## src/adcdc_pkg.sv

```systemverilog
/*
 * Package for the converter buffer and channel 1-3 input select block:
 * register offsets, field positions, masks, reset values and bus states.
 * Assumes a 32-bit Avalon-MM slave port with byte addresses.
 */
package adcdc_pkg;

	// ------------------------------------------------------------
	// Register map (byte addresses)
	// ------------------------------------------------------------
	localparam logic [7:0]  OFF_DMA_BUF_CFG  = 8'h00;
	localparam logic [7:0]  OFF_CH_IN_SEL    = 8'h04;
	localparam logic [7:0]  OFF_AUX_CTRL     = 8'h08;
	localparam logic [7:0]  OFF_STATUS       = 8'h0C;
	localparam logic [7:0]  OFF_RESULT_BASE  = 8'h40;
	localparam int          NUM_RESULT       = 16;

	// ------------------------------------------------------------
	// Field positions and implemented-bit masks
	// ------------------------------------------------------------
	localparam int          DMA_EN_BIT       = 8;
	localparam int          WORDS_LSB        = 0;
	localparam logic [15:0] DMA_BUF_CFG_MASK = 16'h0107;
	localparam int          POS_B_UP_LSB     = 11;
	localparam int          NEG_B_LSB        = 9;
	localparam int          POS_B_LOW_BIT    = 8;
	localparam int          POS_A_UP_LSB     = 3;
	localparam int          NEG_A_LSB        = 1;
	localparam int          POS_A_LOW_BIT    = 0;
	localparam logic [15:0] CH_IN_SEL_MASK   = 16'h1F1F;
	localparam int          REF_CFG_LSB      = 0;
	localparam int          ALT_MODE_BIT     = 8;
	localparam logic [15:0] AUX_CTRL_MASK    = 16'h0107;

	// ------------------------------------------------------------
	// Reset values and reference codes
	// ------------------------------------------------------------
	localparam logic [15:0] DMA_BUF_CFG_RST  = 16'h0000;
	localparam logic [15:0] CH_IN_SEL_RST    = 16'h0000;
	localparam logic [15:0] AUX_CTRL_RST     = 16'h0000;
	localparam logic [2:0]  REF_EXT_LOW_A    = 3'h2;
	localparam logic [2:0]  REF_EXT_LOW_B    = 3'h3;

	typedef enum logic [1:0] {
		BUS_IDLE = 2'b01,
		BUS_ACK  = 2'b10
	} adcdc_bus_t;

endpackage

```

## src/adcdc_input_mux.sv

```systemverilog
/*
 * Channel 1-3 positive and negative input decode for one sample.
 * Assumes codes are already picked for sample A or B by the caller.
 */
`timescale 1ns/10ps
`default_nettype none
module adcdc_input_mux
	import adcdc_pkg::*;
(
	input  wire logic [2:0] pos_sel,     // Positive select code
	input  wire logic [1:0] neg_sel,     // Negative select code
	input  wire logic [2:0] ref_cfg,     // Reference configuration
	output logic      [4:0] ch1_pos,     // Channel 1 positive input
	output logic      [4:0] ch2_pos,     // Channel 2 positive input
	output logic      [4:0] ch3_pos,     // Channel 3 positive input
	output logic            neg_on_in,   // Negative taken from inputs
	output logic      [4:0] ch1_neg,     // Channel 1 negative input
	output logic      [4:0] ch2_neg,     // Channel 2 negative input
	output logic      [4:0] ch3_neg,     // Channel 3 negative input
	output logic            neg_ext_ref  // Low ref external, else ground
);
	always_comb begin
		casez (pos_sel)
			3'b000:  {ch1_pos, ch2_pos, ch3_pos} = {5'h00, 5'h01, 5'h02};
			3'b001:  {ch1_pos, ch2_pos, ch3_pos} = {5'h03, 5'h04, 5'h05};
			3'b010:  {ch1_pos, ch2_pos, ch3_pos} = {5'h03, 5'h00, 5'h06};
			3'b011:  {ch1_pos, ch2_pos, ch3_pos} = {5'h03, 5'h00, 5'h19};
			default: {ch1_pos, ch2_pos, ch3_pos} = {5'h00, 5'h19, 5'h06};
		endcase
		neg_on_in = neg_sel[1];
		case (neg_sel)
			2'b11:   {ch1_neg, ch2_neg, ch3_neg} = {5'h09, 5'h0A, 5'h0B};
			2'b10:   {ch1_neg, ch2_neg, ch3_neg} = {5'h06, 5'h07, 5'h08};
			default: {ch1_neg, ch2_neg, ch3_neg} = {5'h00, 5'h00, 5'h00};
		endcase
		// External low reference only for the two matching settings
		neg_ext_ref = !neg_sel[1] && (ref_cfg == REF_EXT_LOW_A || ref_cfg == REF_EXT_LOW_B);
	end
endmodule
`default_nettype wire

```

## src/adcdc_dma_slot.sv

```systemverilog
/*
 * DMA buffer word offset: each input owns 2**code words; a slot counter
 * steps once per conversion sequence. Assumes one clock, sync reset.
 */
`timescale 1ns/10ps
`default_nettype none
module adcdc_dma_slot
	import adcdc_pkg::*;
(
	input  wire logic        mclk,      // Clock
	input  wire logic        rst_n,     // Sync reset, active low
	input  wire logic        seq_end,   // End of conversion sequence
	input  wire logic [2:0]  words_cd,  // Words per input code
	input  wire logic [4:0]  ain,       // Converted analog input
	output logic      [6:0]  slot,      // Current slot in input area
	output logic      [11:0] offset     // Word offset in DMA buffer
);
	logic [6:0] slot_r;
	logic [6:0] slot_nxt;
	logic [6:0] slot_max;

	always_comb begin
		slot_max = 7'((8'h01 << words_cd) - 8'h01);
		slot_nxt = slot_r;
		if (seq_end)
			slot_nxt = (slot_r >= slot_max) ? 7'h00 : 7'(slot_r + 7'h01);
	end

	always_ff @(posedge mclk) begin
		if (!rst_n)
			slot_r <= 7'h00;
		else
			slot_r <= slot_nxt;
	end

	assign slot   = slot_r;
	assign offset = 12'(({7'h00, ain} << words_cd) | {5'h00, slot_r & slot_max});
endmodule
`default_nettype wire

```

## src/adcdc_top.sv

```systemverilog
/*
 * Converter result buffering and channel 1-3 input select, with an
 * Avalon-MM register slave. Assumes the converter core pulses conv_done
 * with result and input number, and a DMA engine follows dma_req.
 */
// Function
// DMA mode puts every result in buffer zero
// Otherwise fill sixteen buffers in order, no DMA
// Code n gives 2**n DMA words per input
// Unimplemented bits read zero, ignore writes
// Sample B positive code from bits 12,11,8
// Sample A positive code from bits 4,3,0
// Codes 000, 001 route inputs 0-2, 3-5
// Codes 010, 011, 1xx route documented triples
// Negative codes 11, 10, 0x route inputs/low ref
// Low ref external only for reference 2 or 3
// Sample B only alternates when alternate mode set
`timescale 1ns/10ps
`default_nettype none
module adcdc_top
	import adcdc_pkg::*;
(
	input  wire logic        mclk,            // Clock, 40 MHz
	input  wire logic        rst_n,           // Sync reset, active low
	input  wire logic [7:0]  avs_address,     // Byte address
	input  wire logic        avs_read,        // Read request
	input  wire logic        avs_write,       // Write request
	input  wire logic [31:0] avs_writedata,   // Write data
	input  wire logic [3:0]  avs_byteenable,  // Byte lanes
	output logic      [31:0] avs_readdata,    // Read data
	output logic             avs_waitrequest, // Stall request
	input  wire logic        conv_done,       // Conversion finished
	input  wire logic [15:0] conv_result,     // Conversion result
	input  wire logic [4:0]  conv_input,      // Input converted
	input  wire logic        conv_seq_end,    // Sequence finished
	output logic             sample_b_sel,    // Sample B active
	output logic      [4:0]  ch1_pos,         // Channel 1 positive
	output logic      [4:0]  ch2_pos,         // Channel 2 positive
	output logic      [4:0]  ch3_pos,         // Channel 3 positive
	output logic             neg_on_input,    // Negative from inputs
	output logic      [4:0]  ch1_neg,         // Channel 1 negative
	output logic      [4:0]  ch2_neg,         // Channel 2 negative
	output logic      [4:0]  ch3_neg,         // Channel 3 negative
	output logic             neg_ext_ref,     // Low ref external
	output logic             dma_req,         // DMA transfer request
	output logic      [11:0] dma_offset,      // DMA buffer word offset
	output logic      [15:0] dma_data         // First result buffer
);
	// ------------------------------------------------------------
	// Declarations
	// ------------------------------------------------------------
	adcdc_bus_t  st_r, st_nxt;
	logic [31:0] rdata_r, rdata_nxt;
	logic [15:0] cfg_r, cfg_nxt;
	logic [15:0] sel_r, sel_nxt;
	logic [15:0] aux_r, aux_nxt;
	logic [15:0] res_r [NUM_RESULT];
	logic [3:0]  wptr_r, wptr_nxt;
	logic        smpb_r, smpb_nxt;
	logic        req_r, req_nxt;
	logic [11:0] off_r, off_nxt;
	logic [4:0]  p1_r, p2_r, p3_r, n1_r, n2_r, n3_r;
	logic        non_r, ext_r;
	logic [4:0]  p1_c, p2_c, p3_c, n1_c, n2_c, n3_c;
	logic        non_c, ext_c;
	logic        wr_take;
	logic        dma_mode;
	logic [2:0]  words_cd;
	logic [2:0]  pos_code;
	logic [1:0]  neg_code;
	logic        res_we;
	logic [3:0]  res_idx;
	logic [6:0]  slot;
	logic [11:0] slot_off;
	logic [15:0] lane_mask;

	function automatic logic [15:0] merge(input logic [15:0] old, input logic [15:0] nw,
		input logic [15:0] lanes, input logic [15:0] impl);
		logic [15:0] keep;
		keep = lanes & impl;
		merge = (old & ~keep) | (nw & keep);
	endfunction

	// ------------------------------------------------------------
	// Bus slave: one wait cycle, answer on the second
	// ------------------------------------------------------------
	// Lanes 1:0 cover the 16-bit registers
	assign wr_take   = (st_r == BUS_ACK) && avs_write;
	assign lane_mask = {{8{avs_byteenable[1]}}, {8{avs_byteenable[0]}}};

	always_comb begin
		st_nxt    = st_r;
		rdata_nxt = rdata_r;
		case (st_r)
			BUS_IDLE: begin
				if (avs_read || avs_write)
					st_nxt = BUS_ACK;
				rdata_nxt = 32'h0000_0000;
				if (avs_read) begin
					if (avs_address == OFF_DMA_BUF_CFG)
						rdata_nxt = {16'h0000, cfg_r & DMA_BUF_CFG_MASK};
					else if (avs_address == OFF_CH_IN_SEL)
						rdata_nxt = {16'h0000, sel_r & CH_IN_SEL_MASK};
					else if (avs_address == OFF_AUX_CTRL)
						rdata_nxt = {16'h0000, aux_r & AUX_CTRL_MASK};
					else if (avs_address == OFF_STATUS)
						rdata_nxt = {17'h0_0000, slot, 3'h0, smpb_r, wptr_r};
					else if (avs_address[7:6] == OFF_RESULT_BASE[7:6] && avs_address[1:0] == 2'h0)
						rdata_nxt = {16'h0000, res_r[avs_address[5:2]]};
				end
			end
			BUS_ACK: st_nxt = BUS_IDLE;
			default: st_nxt = BUS_IDLE;
		endcase
	end

	always_ff @(posedge mclk) begin
		if (!rst_n) begin
			st_r    <= BUS_IDLE;
			rdata_r <= 32'h0000_0000;
		end else begin
			st_r    <= st_nxt;
			rdata_r <= rdata_nxt;
		end
	end

	assign avs_waitrequest = (st_r != BUS_ACK);
	assign avs_readdata    = rdata_r;

	// ------------------------------------------------------------
	// Configuration registers
	// ------------------------------------------------------------
	always_comb begin
		cfg_nxt = cfg_r;
		sel_nxt = sel_r;
		aux_nxt = aux_r;
		if (wr_take && avs_address == OFF_DMA_BUF_CFG)
			cfg_nxt = merge(cfg_r, avs_writedata[15:0], lane_mask, DMA_BUF_CFG_MASK);
		if (wr_take && avs_address == OFF_CH_IN_SEL)
			sel_nxt = merge(sel_r, avs_writedata[15:0], lane_mask, CH_IN_SEL_MASK);
		if (wr_take && avs_address == OFF_AUX_CTRL)
			aux_nxt = merge(aux_r, avs_writedata[15:0], lane_mask, AUX_CTRL_MASK);
	end

	always_ff @(posedge mclk) begin
		if (!rst_n) begin
			cfg_r <= DMA_BUF_CFG_RST;
			sel_r <= CH_IN_SEL_RST;
			aux_r <= AUX_CTRL_RST;
		end else begin
			cfg_r <= cfg_nxt;
			sel_r <= sel_nxt;
			aux_r <= aux_nxt;
		end
	end

	assign dma_mode = cfg_r[DMA_EN_BIT];
	assign words_cd = cfg_r[WORDS_LSB +: 3];

	// ------------------------------------------------------------
	// Result storage and DMA request
	// ------------------------------------------------------------
	assign res_we  = conv_done;
	assign res_idx = dma_mode ? 4'h0 : wptr_r;

	always_comb begin
		wptr_nxt = wptr_r;
		req_nxt  = conv_done && dma_mode;
		off_nxt  = off_r;
		// Pointer parked at zero in DMA mode
		if (dma_mode)
			wptr_nxt = 4'h0;
		else if (conv_done)
			wptr_nxt = 4'(wptr_r + 4'h1);
		if (conv_done && dma_mode)
			off_nxt = slot_off;
	end

	always_ff @(posedge mclk) begin
		if (!rst_n) begin
			wptr_r <= 4'h0;
			req_r  <= 1'b0;
			off_r  <= 12'h000;
		end else begin
			wptr_r <= wptr_nxt;
			req_r  <= req_nxt;
			off_r  <= off_nxt;
		end
	end

	for (genvar i = 0; i < NUM_RESULT; i++) begin : g_res
		logic [15:0] res_nxt;
		always_comb begin
			res_nxt = res_r[i];
			if (res_we && res_idx == 4'(i))
				res_nxt = conv_result;
		end
		always_ff @(posedge mclk) begin
			if (!rst_n)
				res_r[i] <= 16'h0000;
			else
				res_r[i] <= res_nxt;
		end
	end

	adcdc_dma_slot u_slot (
		.mclk     (mclk),
		.rst_n    (rst_n),
		.seq_end  (conv_seq_end),
		.words_cd (words_cd),
		.ain      (conv_input),
		.slot     (slot),
		.offset   (slot_off)
	);

	assign dma_req    = req_r;
	assign dma_offset = off_r;
	assign dma_data   = res_r[0];

	// ------------------------------------------------------------
	// Sample A/B selection and input routing
	// ------------------------------------------------------------
	always_comb begin
		smpb_nxt = smpb_r;
		if (!aux_r[ALT_MODE_BIT])
			smpb_nxt = 1'b0;
		else if (conv_done)
			smpb_nxt = !smpb_r;
		if (smpb_r) begin
			pos_code = {sel_r[POS_B_UP_LSB +: 2], sel_r[POS_B_LOW_BIT]};
			neg_code = sel_r[NEG_B_LSB +: 2];
		end else begin
			pos_code = {sel_r[POS_A_UP_LSB +: 2], sel_r[POS_A_LOW_BIT]};
			neg_code = sel_r[NEG_A_LSB +: 2];
		end
	end

	// Decode of the active sample, registered below
	adcdc_input_mux u_mux (
		.pos_sel     (pos_code),
		.neg_sel     (neg_code),
		.ref_cfg     (aux_r[REF_CFG_LSB +: 3]),
		.ch1_pos     (p1_c),
		.ch2_pos     (p2_c),
		.ch3_pos     (p3_c),
		.neg_on_in   (non_c),
		.ch1_neg     (n1_c),
		.ch2_neg     (n2_c),
		.ch3_neg     (n3_c),
		.neg_ext_ref (ext_c)
	);

	always_ff @(posedge mclk) begin
		if (!rst_n) begin
			smpb_r <= 1'b0;
			{p1_r, p2_r, p3_r, n1_r, n2_r, n3_r} <= 30'h0000_0000;
			non_r  <= 1'b0;
			ext_r  <= 1'b0;
		end else begin
			smpb_r <= smpb_nxt;
			{p1_r, p2_r, p3_r, n1_r, n2_r, n3_r} <= {p1_c, p2_c, p3_c, n1_c, n2_c, n3_c};
			non_r  <= non_c;
			ext_r  <= ext_c;
		end
	end

	assign sample_b_sel = smpb_r;
	assign ch1_pos      = p1_r;
	assign ch2_pos      = p2_r;
	assign ch3_pos      = p3_r;
	assign ch1_neg      = n1_r;
	assign ch2_neg      = n2_r;
	assign ch3_neg      = n3_r;
	assign neg_on_input = non_r;
	assign neg_ext_ref  = ext_r;
endmodule
`default_nettype wire

```

## config.mk

```make
export PLATFORM = sky130hd
export DESIGN_NAME = adcdc_top
export DESIGN_NICKNAME = d
export VERILOG_FILES = /design/src/adcdc_pkg.sv /design/src/adcdc_input_mux.sv /design/src/adcdc_dma_slot.sv /design/src/adcdc_top.sv
export SDC_FILE = /design/constraint.sdc
export NUM_CORES = 1
export LEC_CHECK = 0
export BUFFER_PORTS_ARGS = -buffer_cell sky130_fd_sc_hd__buf_2
export CORE_MARGIN = 1
export CORE_UTILIZATION = 60
export DETAILED_ROUTE_END_ITERATION = 7
export HOLD_SLACK_MARGIN = 0.03
export PLACE_DENSITY_LB_ADDON = 0.08
export RECOVER_POWER = 25
export SYNTH_ARGS = -nofsm -noshare
export SYNTH_HDL_FRONTEND = slang
export SYNTH_SLANG_ARGS = --single-unit
```

## constraint.sdc

```tcl
create_clock -name mclk -period 6.3 [get_ports mclk]
set_input_delay 0.63 -clock mclk [delete_from_list [all_inputs] [get_ports mclk]]
set_output_delay 0.63 -clock mclk [all_outputs]
set_load 0.02 [all_outputs]
```

==> results of run 1 <==
## cell usage in the layout (no fill, tap or decap), types with 5 or more instances in the layout
| cell type | n |
|---|---|
| edfxtp_1 | 240 |
| and2_1 | 235 |
| buf_2 | 45 |
| mux2_2 | 19 |
| nand2_1 | 95 |
| nor2_1 | 54 |
| nor3_1 | 5 |
| xor2_1 | 5 |
| buf_4 | 19 |
| inv_1 | 14 |
| clkinv_1 | 6 |
| nor2b_1 | 10 |
| xnor2_1 | 6 |
| mux2i_1 | 18 |
| nand2b_1 | 9 |
| clkbuf_16 | 37 |
| ha_1 | 16 |
| mux4_2 | 53 |
| and3_1 | 6 |
| clkbuf_1 | 84 |
| nand4_1 | 5 |
| nand3_1 | 25 |
| dfxtp_1 | 89 |
| a21oi_1 | 63 |
| conb_1 | 24 |
| mux4_1 | 15 |
| o21ai_1 | 11 |
| o21ai_0 | 38 |
| and2_0 | 9 |
| a311oi_1 | 6 |
## layout make-up
cell class              count  area (um^2)
repair buffers            138          646
flip-flops and latches    329         8990
well taps                 330          413
multi-input cells         791         5980
fillers                  1947         8200
clock inverters            15          150
inverters                  14         52.6
clock buffers              48          977
## metrics by stage
| stage | worst slack (ns) | utilization (%) | cells |
|---|---|---|---|
| 3_3_place_gp | 2.99 | 63.7 | 1602 |
| 2_1_floorplan | 3.55 | - | 1257 |
| 4_1_cts | 3.48 | 68.2 | 1665 |
| 6_report | 3.46 | 67.7 | 1665 |
| 3_5_place_dp | 2.97 | 63.7 | 1602 |
| 5_1_grt | 3.29 | 67.7 | 1665 |
## registers in the layout, summed over array words and instances (netlist names), 2 cells and up, named ones only
| register | cells |
|---|---|
| res_r | 256 |
| avs_readdata | 16 |
| dma_offset | 12 |
| u_slot.slot | 7 |
| ch3_pos | 4 |
| wptr_r | 4 |
| ch2_pos | 3 |
| ch1_neg | 2 |
| st_r | 2 |
## per-layer routing
layer / up-vias / global-route usage [%]
met5: - / 0
met4: 0 / 12.3
met3: 75 / 4.01
met2: 370 / 48.0
met1: 4959 / 39.2
li1: 4553 / -
## cells by family after synthesis
group	Yosys count	share of synthesized area, %
xor gates and xnor gates	11	0.616
adders and majority gates	16	1.28
and+or+nand+nor	477	17.1
DFF	329	57.5
other	1	0.0240
muxes	106	12.8
buffers and inverters	137	4.75
AOI/OAI and AO/OA	157	5.93
## worst max path at each step
stage	slack (ns)	cells after the start	to	startpoint
2_1_floorplan	3.55	4	res_r[8][0]$_SDFFCE_PN0P_	conv_done
3_3_place_gp	2.99	7	res_r[11][7]$_SDFFCE_PN0P_	rst_n
3_5_place_dp	2.97	7	res_r[11][6]$_SDFFCE_PN0P_	rst_n
4_1_cts	3.48	7	res_r[11][6]$_SDFFCE_PN0P_	rst_n
5_1_grt	3.29	7	res_r[11][14]$_SDFFCE_PN0P_	rst_n
6_report	3.46	7	res_r[11][6]$_SDFFCE_PN0P_	rst_n
## power by group
group / internal [mW] / total, mW / switching (mW)
Combinational: 0.120 / 0.353 / 0.233
Sequential: 2.39 / 2.42 / 0.0306
Clock: 1.21 / 2.04 / 0.829
Total: 3.72 / 4.81 / 1.09
## critical path: cells and delay by family
family / cells / cell delay, ns
buf+inv: 4 / 1.35
simple gates: 3 / 1.20
==> out/qor.txt, run 1 <==
Hold WC Path Type - input port to flop
Port-buffer cells - 117
Number of setup buffers added after CTS - 0
Ys async rst share - 0%
Crit path arrival time - 3.21 ns
Skew-Pair Late Insertion Delay - 0.52 ns
Post-synth EDFFs - 240
Die span in x - 163 um
Synth Flop Type - edfxtp_1
H-tree levels - 2
Yosys cell types - 63
Hold buffer count at CTS - 0
CTS Buffer Depth - 3
Crit path kind - input port to flop
Max Freq - 352 MHz
Final Cycle Share - 45.1%
GRT Overall Usage - 29.2%
Total power - 4.81 mW
Reg2reg end - u_slot.slot[3]$_SDFFE_PN0P_
Max_cap viols - 0
First-pass GRT wire length - 57.3 mm
Cell taking the most area after synthesis - edfxtp_1
Number of cells produced by synthesis - 1234
Total gr overflow - 0
Vias - 9957
Final Hold Vio Count - 0
# clock sinks - 329
Min Hold Slack - 0.362 ns
Die height - 163 um
Fin nets - 1397
Seq/Total Area, Yosys - 57.5%
Post-route ant nets - 0
Routed wl met2 - 18.2 mm
RSZ-0062 raised after global routing - no
DP Area - 16200 um^2
Routed met3 length - 2.29 mm
Worst-path clk slew - 0.06 ns
Initial core utilization - 61.5%
Fraction of layout cells with a size suffix above 1 - 15.0%
GPL Wtd Cong - 0.861
Vias per cell - 5.98
HP Start - avs_writedata[12]
Worst path cell trace - buf_2, buf_4, inv_1, buf_4, or2_2, nor2_2, and2_1
Post-Route WL - 37.5 mm
R2R depth - 8
Fin. max-slew vios - 0
Top layer used by detailed routing - met4
Cell Pwr Density - 280 nW/um^2
CTS buffer count - 36
N_diodes - 0
WHS Path Cells - 3
DR iter-0 viols - 1194
Final setup skew - 0.0186 ns
Peak supply drop - 0.000227 V
LEAKAGE - 6.38 nW
#FFs+latches synth - 329
WL/cell - 22.5 um
I/O pin total - 166
Most area-consuming cells after synthesis - edfxtp_1, dfxtp_1, and2_1
Fin area - 17200 um^2
Row count - 58
Crit. End Element - flop
Core ar. - 25400 um^2
Warnings, synthesis - 0
Setup TNS - 0 ns
Initial antenna violation count - 0
Vias in the first global route - 9793
Post-Syn Area per Cell - 12.7 um^2
Status - finished, final reports clean
Area growth from synthesis to layout - 10.1%
Reg2reg setup slack - 3.70 ns
Post-DP HPWL - 24.8 mm
Fin crit period - 2.84 ns
Netlist Area Pre-Place - 15600 um^2
Slowest CP cell - nor2_2
Drc violations - 0
Clock tree root driver cell - clkbuf_16
Die area - 26700 um^2
Slew headroom - 20.7%
DR pass1 iterations - 5
Crit path launch type - input port
Share of the synthesized area in the top cell type - 46.1%
Worst-margin pin slew - 1.19 ns
Most instantiated cells after synthesis - and2_1, edfxtp_1, nand2_1
WL met1 - 15.6 mm
Critical Path Fanout Max - 68
CP max stage delay - 0.58 ns
CP required - 6.67 ns
Setup Viol. Count Final - 0
Most common cell in the netlist - and2_1
CTS tree - built
CP most frequent cell - buf_4
Largest net degree at the start of global routing - 69
CTS resizes - 0
Note: power is estimated with default switching activity, not from simulation.
==> run 2, diff against run 1 <==
--- a/config.mk
+++ b/config.mk
@@ -7,7 +7,7 @@
 export LEC_CHECK = 0
 export BUFFER_PORTS_ARGS = -buffer_cell sky130_fd_sc_hd__buf_2
 export CORE_MARGIN = 1
-export CORE_UTILIZATION = 60
+export CORE_UTILIZATION = 53
 export DETAILED_ROUTE_END_ITERATION = 7
 export HOLD_SLACK_MARGIN = 0.03
 export PLACE_DENSITY_LB_ADDON = 0.08
==> constraint.sdc (replaced) <==
create_clock -name mclk -period 2.4 [get_ports mclk]
set_input_delay 0.24 -clock mclk [delete_from_list [all_inputs] [get_ports mclk]]
set_output_delay 0.24 -clock mclk [all_outputs]
set_load 0.02 [all_outputs]
==> run 2 against run 1 <==
Compared with the run above:
- die area grew 13%
- clock-buffer cell count grew 6
- clock power grew 150%
- first-iteration DRC count shrank 37%
- clock skew grew 0.0014 ns
- power grew to 2.6 times the previous value
- routed wire length grew 4.4%
- final cell count grew 5.3%
- critical path type is now flop to flop
==> out/qor.txt, run 2 (synthesis gave the netlist of run 1 again) <==
GPL Wtd Cong - 0.881 (was 0.861)
Die height - 174 um (was 163 um)
Crit path arrival time - 2.67 ns (was 3.21 ns)
Fin crit period - 2.23 ns
H-tree levels - 2 (unchanged)
Max_cap viols - 0 (unchanged)
N_diodes - 0 (unchanged)
Worst-margin pin slew - 0.770 ns (was 1.19 ns)
Hold WC Path Type - input port to flop (unchanged)
Vias in the first global route - 9699 (was 9793)
LEAKAGE - 6.54 nW (was 6.38 nW)
Largest Register - res_r (unchanged)
Status - finished, final reports clean (unchanged)
WHS Path Cells - 3 (unchanged)
Reg2reg end - u_slot.slot[5]$_SDFFE_PN0P_ (was u_slot.slot[3]$_SDFFE_PN0P_)
Die span in x - 174 um (was 163 um)
Initial antenna violation count - 0 (unchanged)
Crit path launch type - flop (was input port)
Fin nets - 1431 (was 1397)
Post-Place Cells - 1683 (was 1602)
WL/cell - 22.3 um (was 22.5 um)
Final setup skew - 0.0200 ns (was 0.0186 ns)
Drc violations - 0 (unchanged)
Crit path kind - flop to flop (was input port to flop)
CTS tree - built (unchanged)
Register area - 8990 um^2 (unchanged)
Most frequent cells in the layout - and2_1, edfxtp_1, nand2_1, dfxtp_1, clkbuf_1 (was edfxtp_1, and2_1, nand2_1, dfxtp_1, clkbuf_1)
Largest net degree at the start of global routing - 46 (was 69)
Vias per cell - 5.64 (was 5.98)
Met2 usage - 44.0% (was 48.0%)
Most common cell after layout, fill and taps aside - and2_1 (was edfxtp_1)
Critical Path Fanout Max - 10 (was 68)
RSZ-0062 raised after global routing - no (unchanged)
Min Hold Slack - 0.0453 ns (was 0.362 ns)
Core Util, Final - 60.6% (was 67.7%)
Post-Route WL - 39.2 mm (was 37.5 mm)
First-pass GRT wire length - 59.2 mm (was 57.3 mm)
CTS Buffer Depth - 3 (unchanged)
# clock sinks - 329 (unchanged)
Peak supply drop - 0.000591 V (was 0.000227 V)
I/O pin total - 166 (unchanged)
Number of setup buffers added after CTS - 0 (unchanged)
Final Cycle Share - 93.1%
DR iter-0 viols - 753 (was 1194)
DR pass1 iterations - 5 (unchanged)
Post-Layout Cell Count - 1754 (was 1665)
Met3 GRT Util - 3.93% (was 4.01%)
Fraction of layout cells with a size suffix above 1 - 16.1% (was 15.0%)
Skew-Pair Late Insertion Delay - 0.51 ns (was 0.52 ns)
Reg2reg setup slack - 0.17 ns (was 3.70 ns)
Fin. max-slew vios - 0 (unchanged)
Core ar. - 28900 um^2 (was 25400 um^2)
Initial core utilization - 54.2% (was 61.5%)
Slew headroom - 48.7% (was 20.7%)
CTS buffer count - 36 (unchanged)
Setup crit end - u_slot.slot[5]$_SDFFE_PN0P_ (was res_r[11][6]$_SDFFCE_PN0P_)
Post-DP HPWL - 26.2 mm (was 24.8 mm)
Gr busiest metal - met2 (unchanged)
Cell Pwr Density - 708 nW/um^2 (was 280 nW/um^2)
Clock tree root driver cell - clkbuf_16 (unchanged)
Fillers - 2381 (was 1947)
GRT Overall Usage - 26.3% (was 29.2%)
Multi-input logic area - 5950 um^2 (was 5980 um^2)
Setup Viol. Count Final - 0 (unchanged)
Worst-path clk slew - 0.06 ns (about the same)
Max Freq - 447 MHz
Crit. End Element - flop (unchanged)
Total gr overflow - 0 (unchanged)
Max reg flops - 256 (unchanged)
CP required - 2.83 ns (was 6.67 ns)
Port-buffer cells - 117 (unchanged)
R2R depth - 9 (was 8)
Row count - 62 (was 58)
Die area - 30200 um^2 (was 26700 um^2)
Final Hold Vio Count - 0 (unchanged)
Vias - 9885 (was 9957)
GR Util met1 - 35.3% (was 39.2%)
Area growth from synthesis to layout - 11.9% (was 10.1%)
Post-route ant nets - 0 (unchanged)
## run 2: cell count changes in the layout (fill, tap and decap cells not counted), sizes merged
cell	before	now
buf	64	91
clkinvlp	3	1
clkbuf	122	128
dlygate4sd3	0	7
bufinv	3	0
## run 2: area by class of cell
| cell class | count | share of cell area (%) |
|---|---|---|
| clock inverters | 10 | 0.293 |
| multi-input cells | 791 | 34.0 |
| well taps | 384 | 2.75 |
| flip-flops and latches | 329 | 51.4 |
| inverters | 14 | 0.300 |
| repair buffers | 172 | 5.49 |
| clock buffers | 54 | 5.77 |
## run 2: how the worst min path moves through the flow
stage,start,endpoint
finish,avs_writedata[8],flop
global placement,dma_offset[8]$_SDFFE_PN0P_,dma_offset[8]$_SDFFE_PN0P_
global route,avs_writedata[8],flop
detailed placement,dma_offset[8]$_SDFFE_PN0P_,dma_offset[8]$_SDFFE_PN0P_
floorplan,conv_result[10],res_r[0][10]$_SDFFE_PN0P_
CTS,avs_writedata[8],flop
## run 2: report_power, final
group,total (mW),internal (mW),switching [mW]
logic,0.969,0.341,0.628
clock network,5.07,2.91,2.16
registers,6.35,6.27,0.0807
total,12.4,9.52,2.87
## run 2: timing repair
item / in CTS / in global routing
gates resized for setup: 0 / 1
hold buffers: 7 / 0
hold endpoints to repair: 7 / 0
setup endpoints to repair: 0 / 2
## run 2: layer usage
metal | wire length (um) | part of all wire, %
met5 | 0 | 0
met4 | 1170 | 3.0
met3 | 2360 | 6.0
met2 | 19200 | 49
met1 | 16500 | 42
## run 2: critical path: stages (launching register included)
cell and delay (ns):
dfxtp_1 0.40, or2_2 0.37, nor2_1 0.14, inv_1 0.08, ha_1 0.26, nand2b_1 0.14
a21oi_1 0.14, o21bai_1 0.08, a211o_2 0.40, a21oi_1 0.15
## run 2: through the flow
step | TNS, ns | worst slack [ns] | power [mW] | instance area [um^2]
2_1_floorplan | -1.58 | -0.0368 | 7.08 | 15700
3_3_place_gp | 0 | 0.203 | 7.43 | 16500
3_5_place_dp | 0 | 0.167 | 7.44 | 16500
4_1_cts | 0 | 0.145 | 12.5 | 17600
5_1_grt | 0 | 0.00668 | 12.8 | 17500
6_report | 0 | 0.165 | 12.4 | 17500
==> run 3, diff against run 2 <==
--- a/config.mk
+++ b/config.mk
@@ -7,10 +7,10 @@
 export LEC_CHECK = 0
 export BUFFER_PORTS_ARGS = -buffer_cell sky130_fd_sc_hd__buf_2
 export CORE_MARGIN = 1
-export CORE_UTILIZATION = 53
+export CORE_UTILIZATION = 60
 export DETAILED_ROUTE_END_ITERATION = 7
 export HOLD_SLACK_MARGIN = 0.03
-export PLACE_DENSITY_LB_ADDON = 0.08
+export PLACE_DENSITY = 0.9
 export RECOVER_POWER = 25
 export SYNTH_ARGS = -nofsm -noshare
 export SYNTH_HDL_FRONTEND = slang
==> constraint.sdc (replaced) <==
create_clock -name mclk -period 2.6 [get_ports mclk]
set_input_delay 0.26 -clock mclk [delete_from_list [all_inputs] [get_ports mclk]]
set_output_delay 0.26 -clock mclk [all_outputs]
set_load 0.02 [all_outputs]
==> run 3 against run 2 <==
Compared with the run above:
- flip-flop and latch count is the same
- register-to-register slack gained 0.06 ns
- die area shrank 12%
- power shrank 4.0%
- final cell count shrank 3.5%
- clock power grew 1%
- fmax shrank 6.1%
- critical path type unchanged
==> out/qor.txt, run 3 (synthesis gave the netlist of run 1 again) <==
Sw frac - 22.3% (was 23.2%)
Drc violations - 0 (unchanged)
I/O pin total - 166 (unchanged)
H-tree levels - 1 (was 2)
Port-buffer cells - 117 (unchanged)
Initial core utilization - 61.5% (was 54.2%)
CTS Buffer Depth - 3 (unchanged)
# clock sinks - 329 (unchanged)
Fin crit period - 2.38 ns (was 2.23 ns)
DP Area - 16400 um^2 (was 16500 um^2)
Vias in the first global route - 10600 (was 9699)
Die span in x - 163 um (was 174 um)
CTS buffer count - 31 (was 36)
Combinational power share - 7.5% (was 7.8%)
Core Util, Final - 69.0% (was 60.6%)
Largest Register - res_r (unchanged)
Post-Layout Cell Count - 1692 (was 1754)
Cell Pwr Density - 679 nW/um^2 (was 708 nW/um^2)
Worst-path clk slew - 0.07 ns (was 0.06 ns)
Largest net degree at the start of global routing - 52 (was 46)
Fraction of layout cells with a size suffix above 1 - 16.2% (was 16.1%)
Reg-to-reg startpoint - wptr_r[3]$_SDFFE_PP0P_
GPL Wtd Cong - 0.959 (was 0.881)
Clock tree root driver cell - clkbuf_16 (unchanged)
Die height - 163 um (was 174 um)
Worst-margin pin slew - 1.13 ns (was 0.770 ns)
P_sw - 2.65 mW (was 2.87 mW)
Post-DP HPWL - 26.2 mm (about the same)
Crit. End Element - flop (unchanged)
Clock Power Share - 43.1% (was 40.9%)
Min Hold Slack - 0.0505 ns (was 0.0453 ns)
Crit path launch type - flop (unchanged)
Fin area - 17500 um^2 (about the same)
Critical Path Fanout Max - 15 (was 10)
Row count - 58 (was 62)
HP Start - conv_seq_end (was avs_writedata[8])
DR iter-0 viols - 1612 (was 753)
CP required - 2.79 ns (was 2.83 ns)
Crit path arrival time - 2.57 ns (was 2.67 ns)
Int Pwr - 9.23 mW (was 9.52 mW)
RSZ-0062 raised after global routing - no (unchanged)
Setup Viol. Count Final - 0 (unchanged)
Peak supply drop - 0.000647 V (was 0.000591 V)
Hold WC Path Type - input port to flop (unchanged)
Final setup skew - 0.0131 ns (was 0.0200 ns)
N_diodes - 0 (unchanged)
Max_cap viols - 0 (unchanged)
Most frequent cells in the layout - and2_1, edfxtp_1, nand2_1, dfxtp_1, clkbuf_1 (unchanged)
Status - finished, final reports clean (unchanged)
Slew headroom - 24.4% (was 48.7%)
LEAKAGE - 6.59 nW (was 6.54 nW)
Vias per cell - 6.31 (was 5.64)
Sequential share of power - 49.4% (was 51.3%)
Final Cycle Share - 91.5% (was 93.1%)
Initial antenna violation count - 1 (was 0)
Total gr overflow - 0 (unchanged)
Post-route ant nets - 0 (unchanged)
Area growth from synthesis to layout - 12.1% (was 11.9%)
First-pass GRT wire length - 61.3 mm (was 59.2 mm)
Post-Route WL - 41.0 mm (was 39.2 mm)
Max Freq - 420 MHz (was 447 MHz)
Final Hold Vio Count - 0 (unchanged)
Post-Place Cells - 1627 (was 1683)
Vias - 10700 (was 9885)
Die area - 26700 um^2 (was 30200 um^2)
Most common cell after layout, fill and taps aside - and2_1 (unchanged)
Dpl ws - 0.329 ns (was 0.167 ns)
CTS resizes - 0 (unchanged)
CTS tree - built (unchanged)
Critical Path Start - wptr_r[3]$_SDFFE_PP0P_
Crit path kind - flop to flop (unchanged)
Total power - 11.9 mW (was 12.4 mW)
Fin. max-slew vios - 0 (unchanged)
GRT Overall Usage - 31.0% (was 26.3%)
Core ar. - 25400 um^2 (was 28900 um^2)
Setup TNS - 0 ns (unchanged)
Worst setup margin - 0.220 ns (was 0.165 ns)
Skew-Pair Late Insertion Delay - 0.58 ns (was 0.51 ns)
WL/cell - 24.2 um (was 22.3 um)
DR pass1 iterations - 5 (unchanged)
Max reg flops - 256 (unchanged)
Fin nets - 1424 (was 1431)
Number of setup buffers added after CTS - 0 (unchanged)
## run 3: critical path: stages (launching register included)
cell	delay [ns]
dfxtp_1	0.52
nand3b_1	0.23
o31ai_1	0.36
clkbuf_1	0.88
## run 3: metal layers
metal / global-route usage (%) / up-vias / share of wire [%]
met5: 0 / - / 0.032
met4: 14.3 / 2 / 4.8
li1: - / 4591 / -
met3: 6.58 / 144 / 11
met2: 51.2 / 774 / 49
met1: 39.1 / 5162 / 36
## run 3: worst paths after layout
kind | to | slack [ns] | cells after the start
worst min register to register | avs_readdata[12]$_SDFFE_PN0N_ | 0.46 | 2
worst min-delay path | u_slot.slot[0]$_SDFFE_PN0P_ | 0.05 | 3
worst max register to register | res_r[8][7]$_SDFFCE_PN0P_ | 0.22 | 3
worst max-delay path | res_r[8][7]$_SDFFCE_PN0P_ | 0.22 | 3
## run 3: cell type report
class	count	area (um^2)
Clock inverter	23	353
Fill cell	1663	7890
Clock buffer	35	811
Inverter	14	52.6
Timing Repair Buffer	170	952
Multi-Input combinational cell	791	5940
Tap cell	330	413
Sequential cell	329	8990
## run 3: timing repair
item	in CTS	in global routing
hold buffers	7	0
endpoints found under the hold margin	7	0
endpoints found under the setup margin	0	0
## run 3: power by group through the flow
stage,Sequential [mW],Combinational (mW),Clock [mW]
finish,5.87,0.897,5.12
CTS,5.87,0.895,5.15
floorplan,5.97,0.571,0
detailed placement,5.98,0.877,0
global placement,5.96,0.851,0
global route,5.88,0.941,5.32
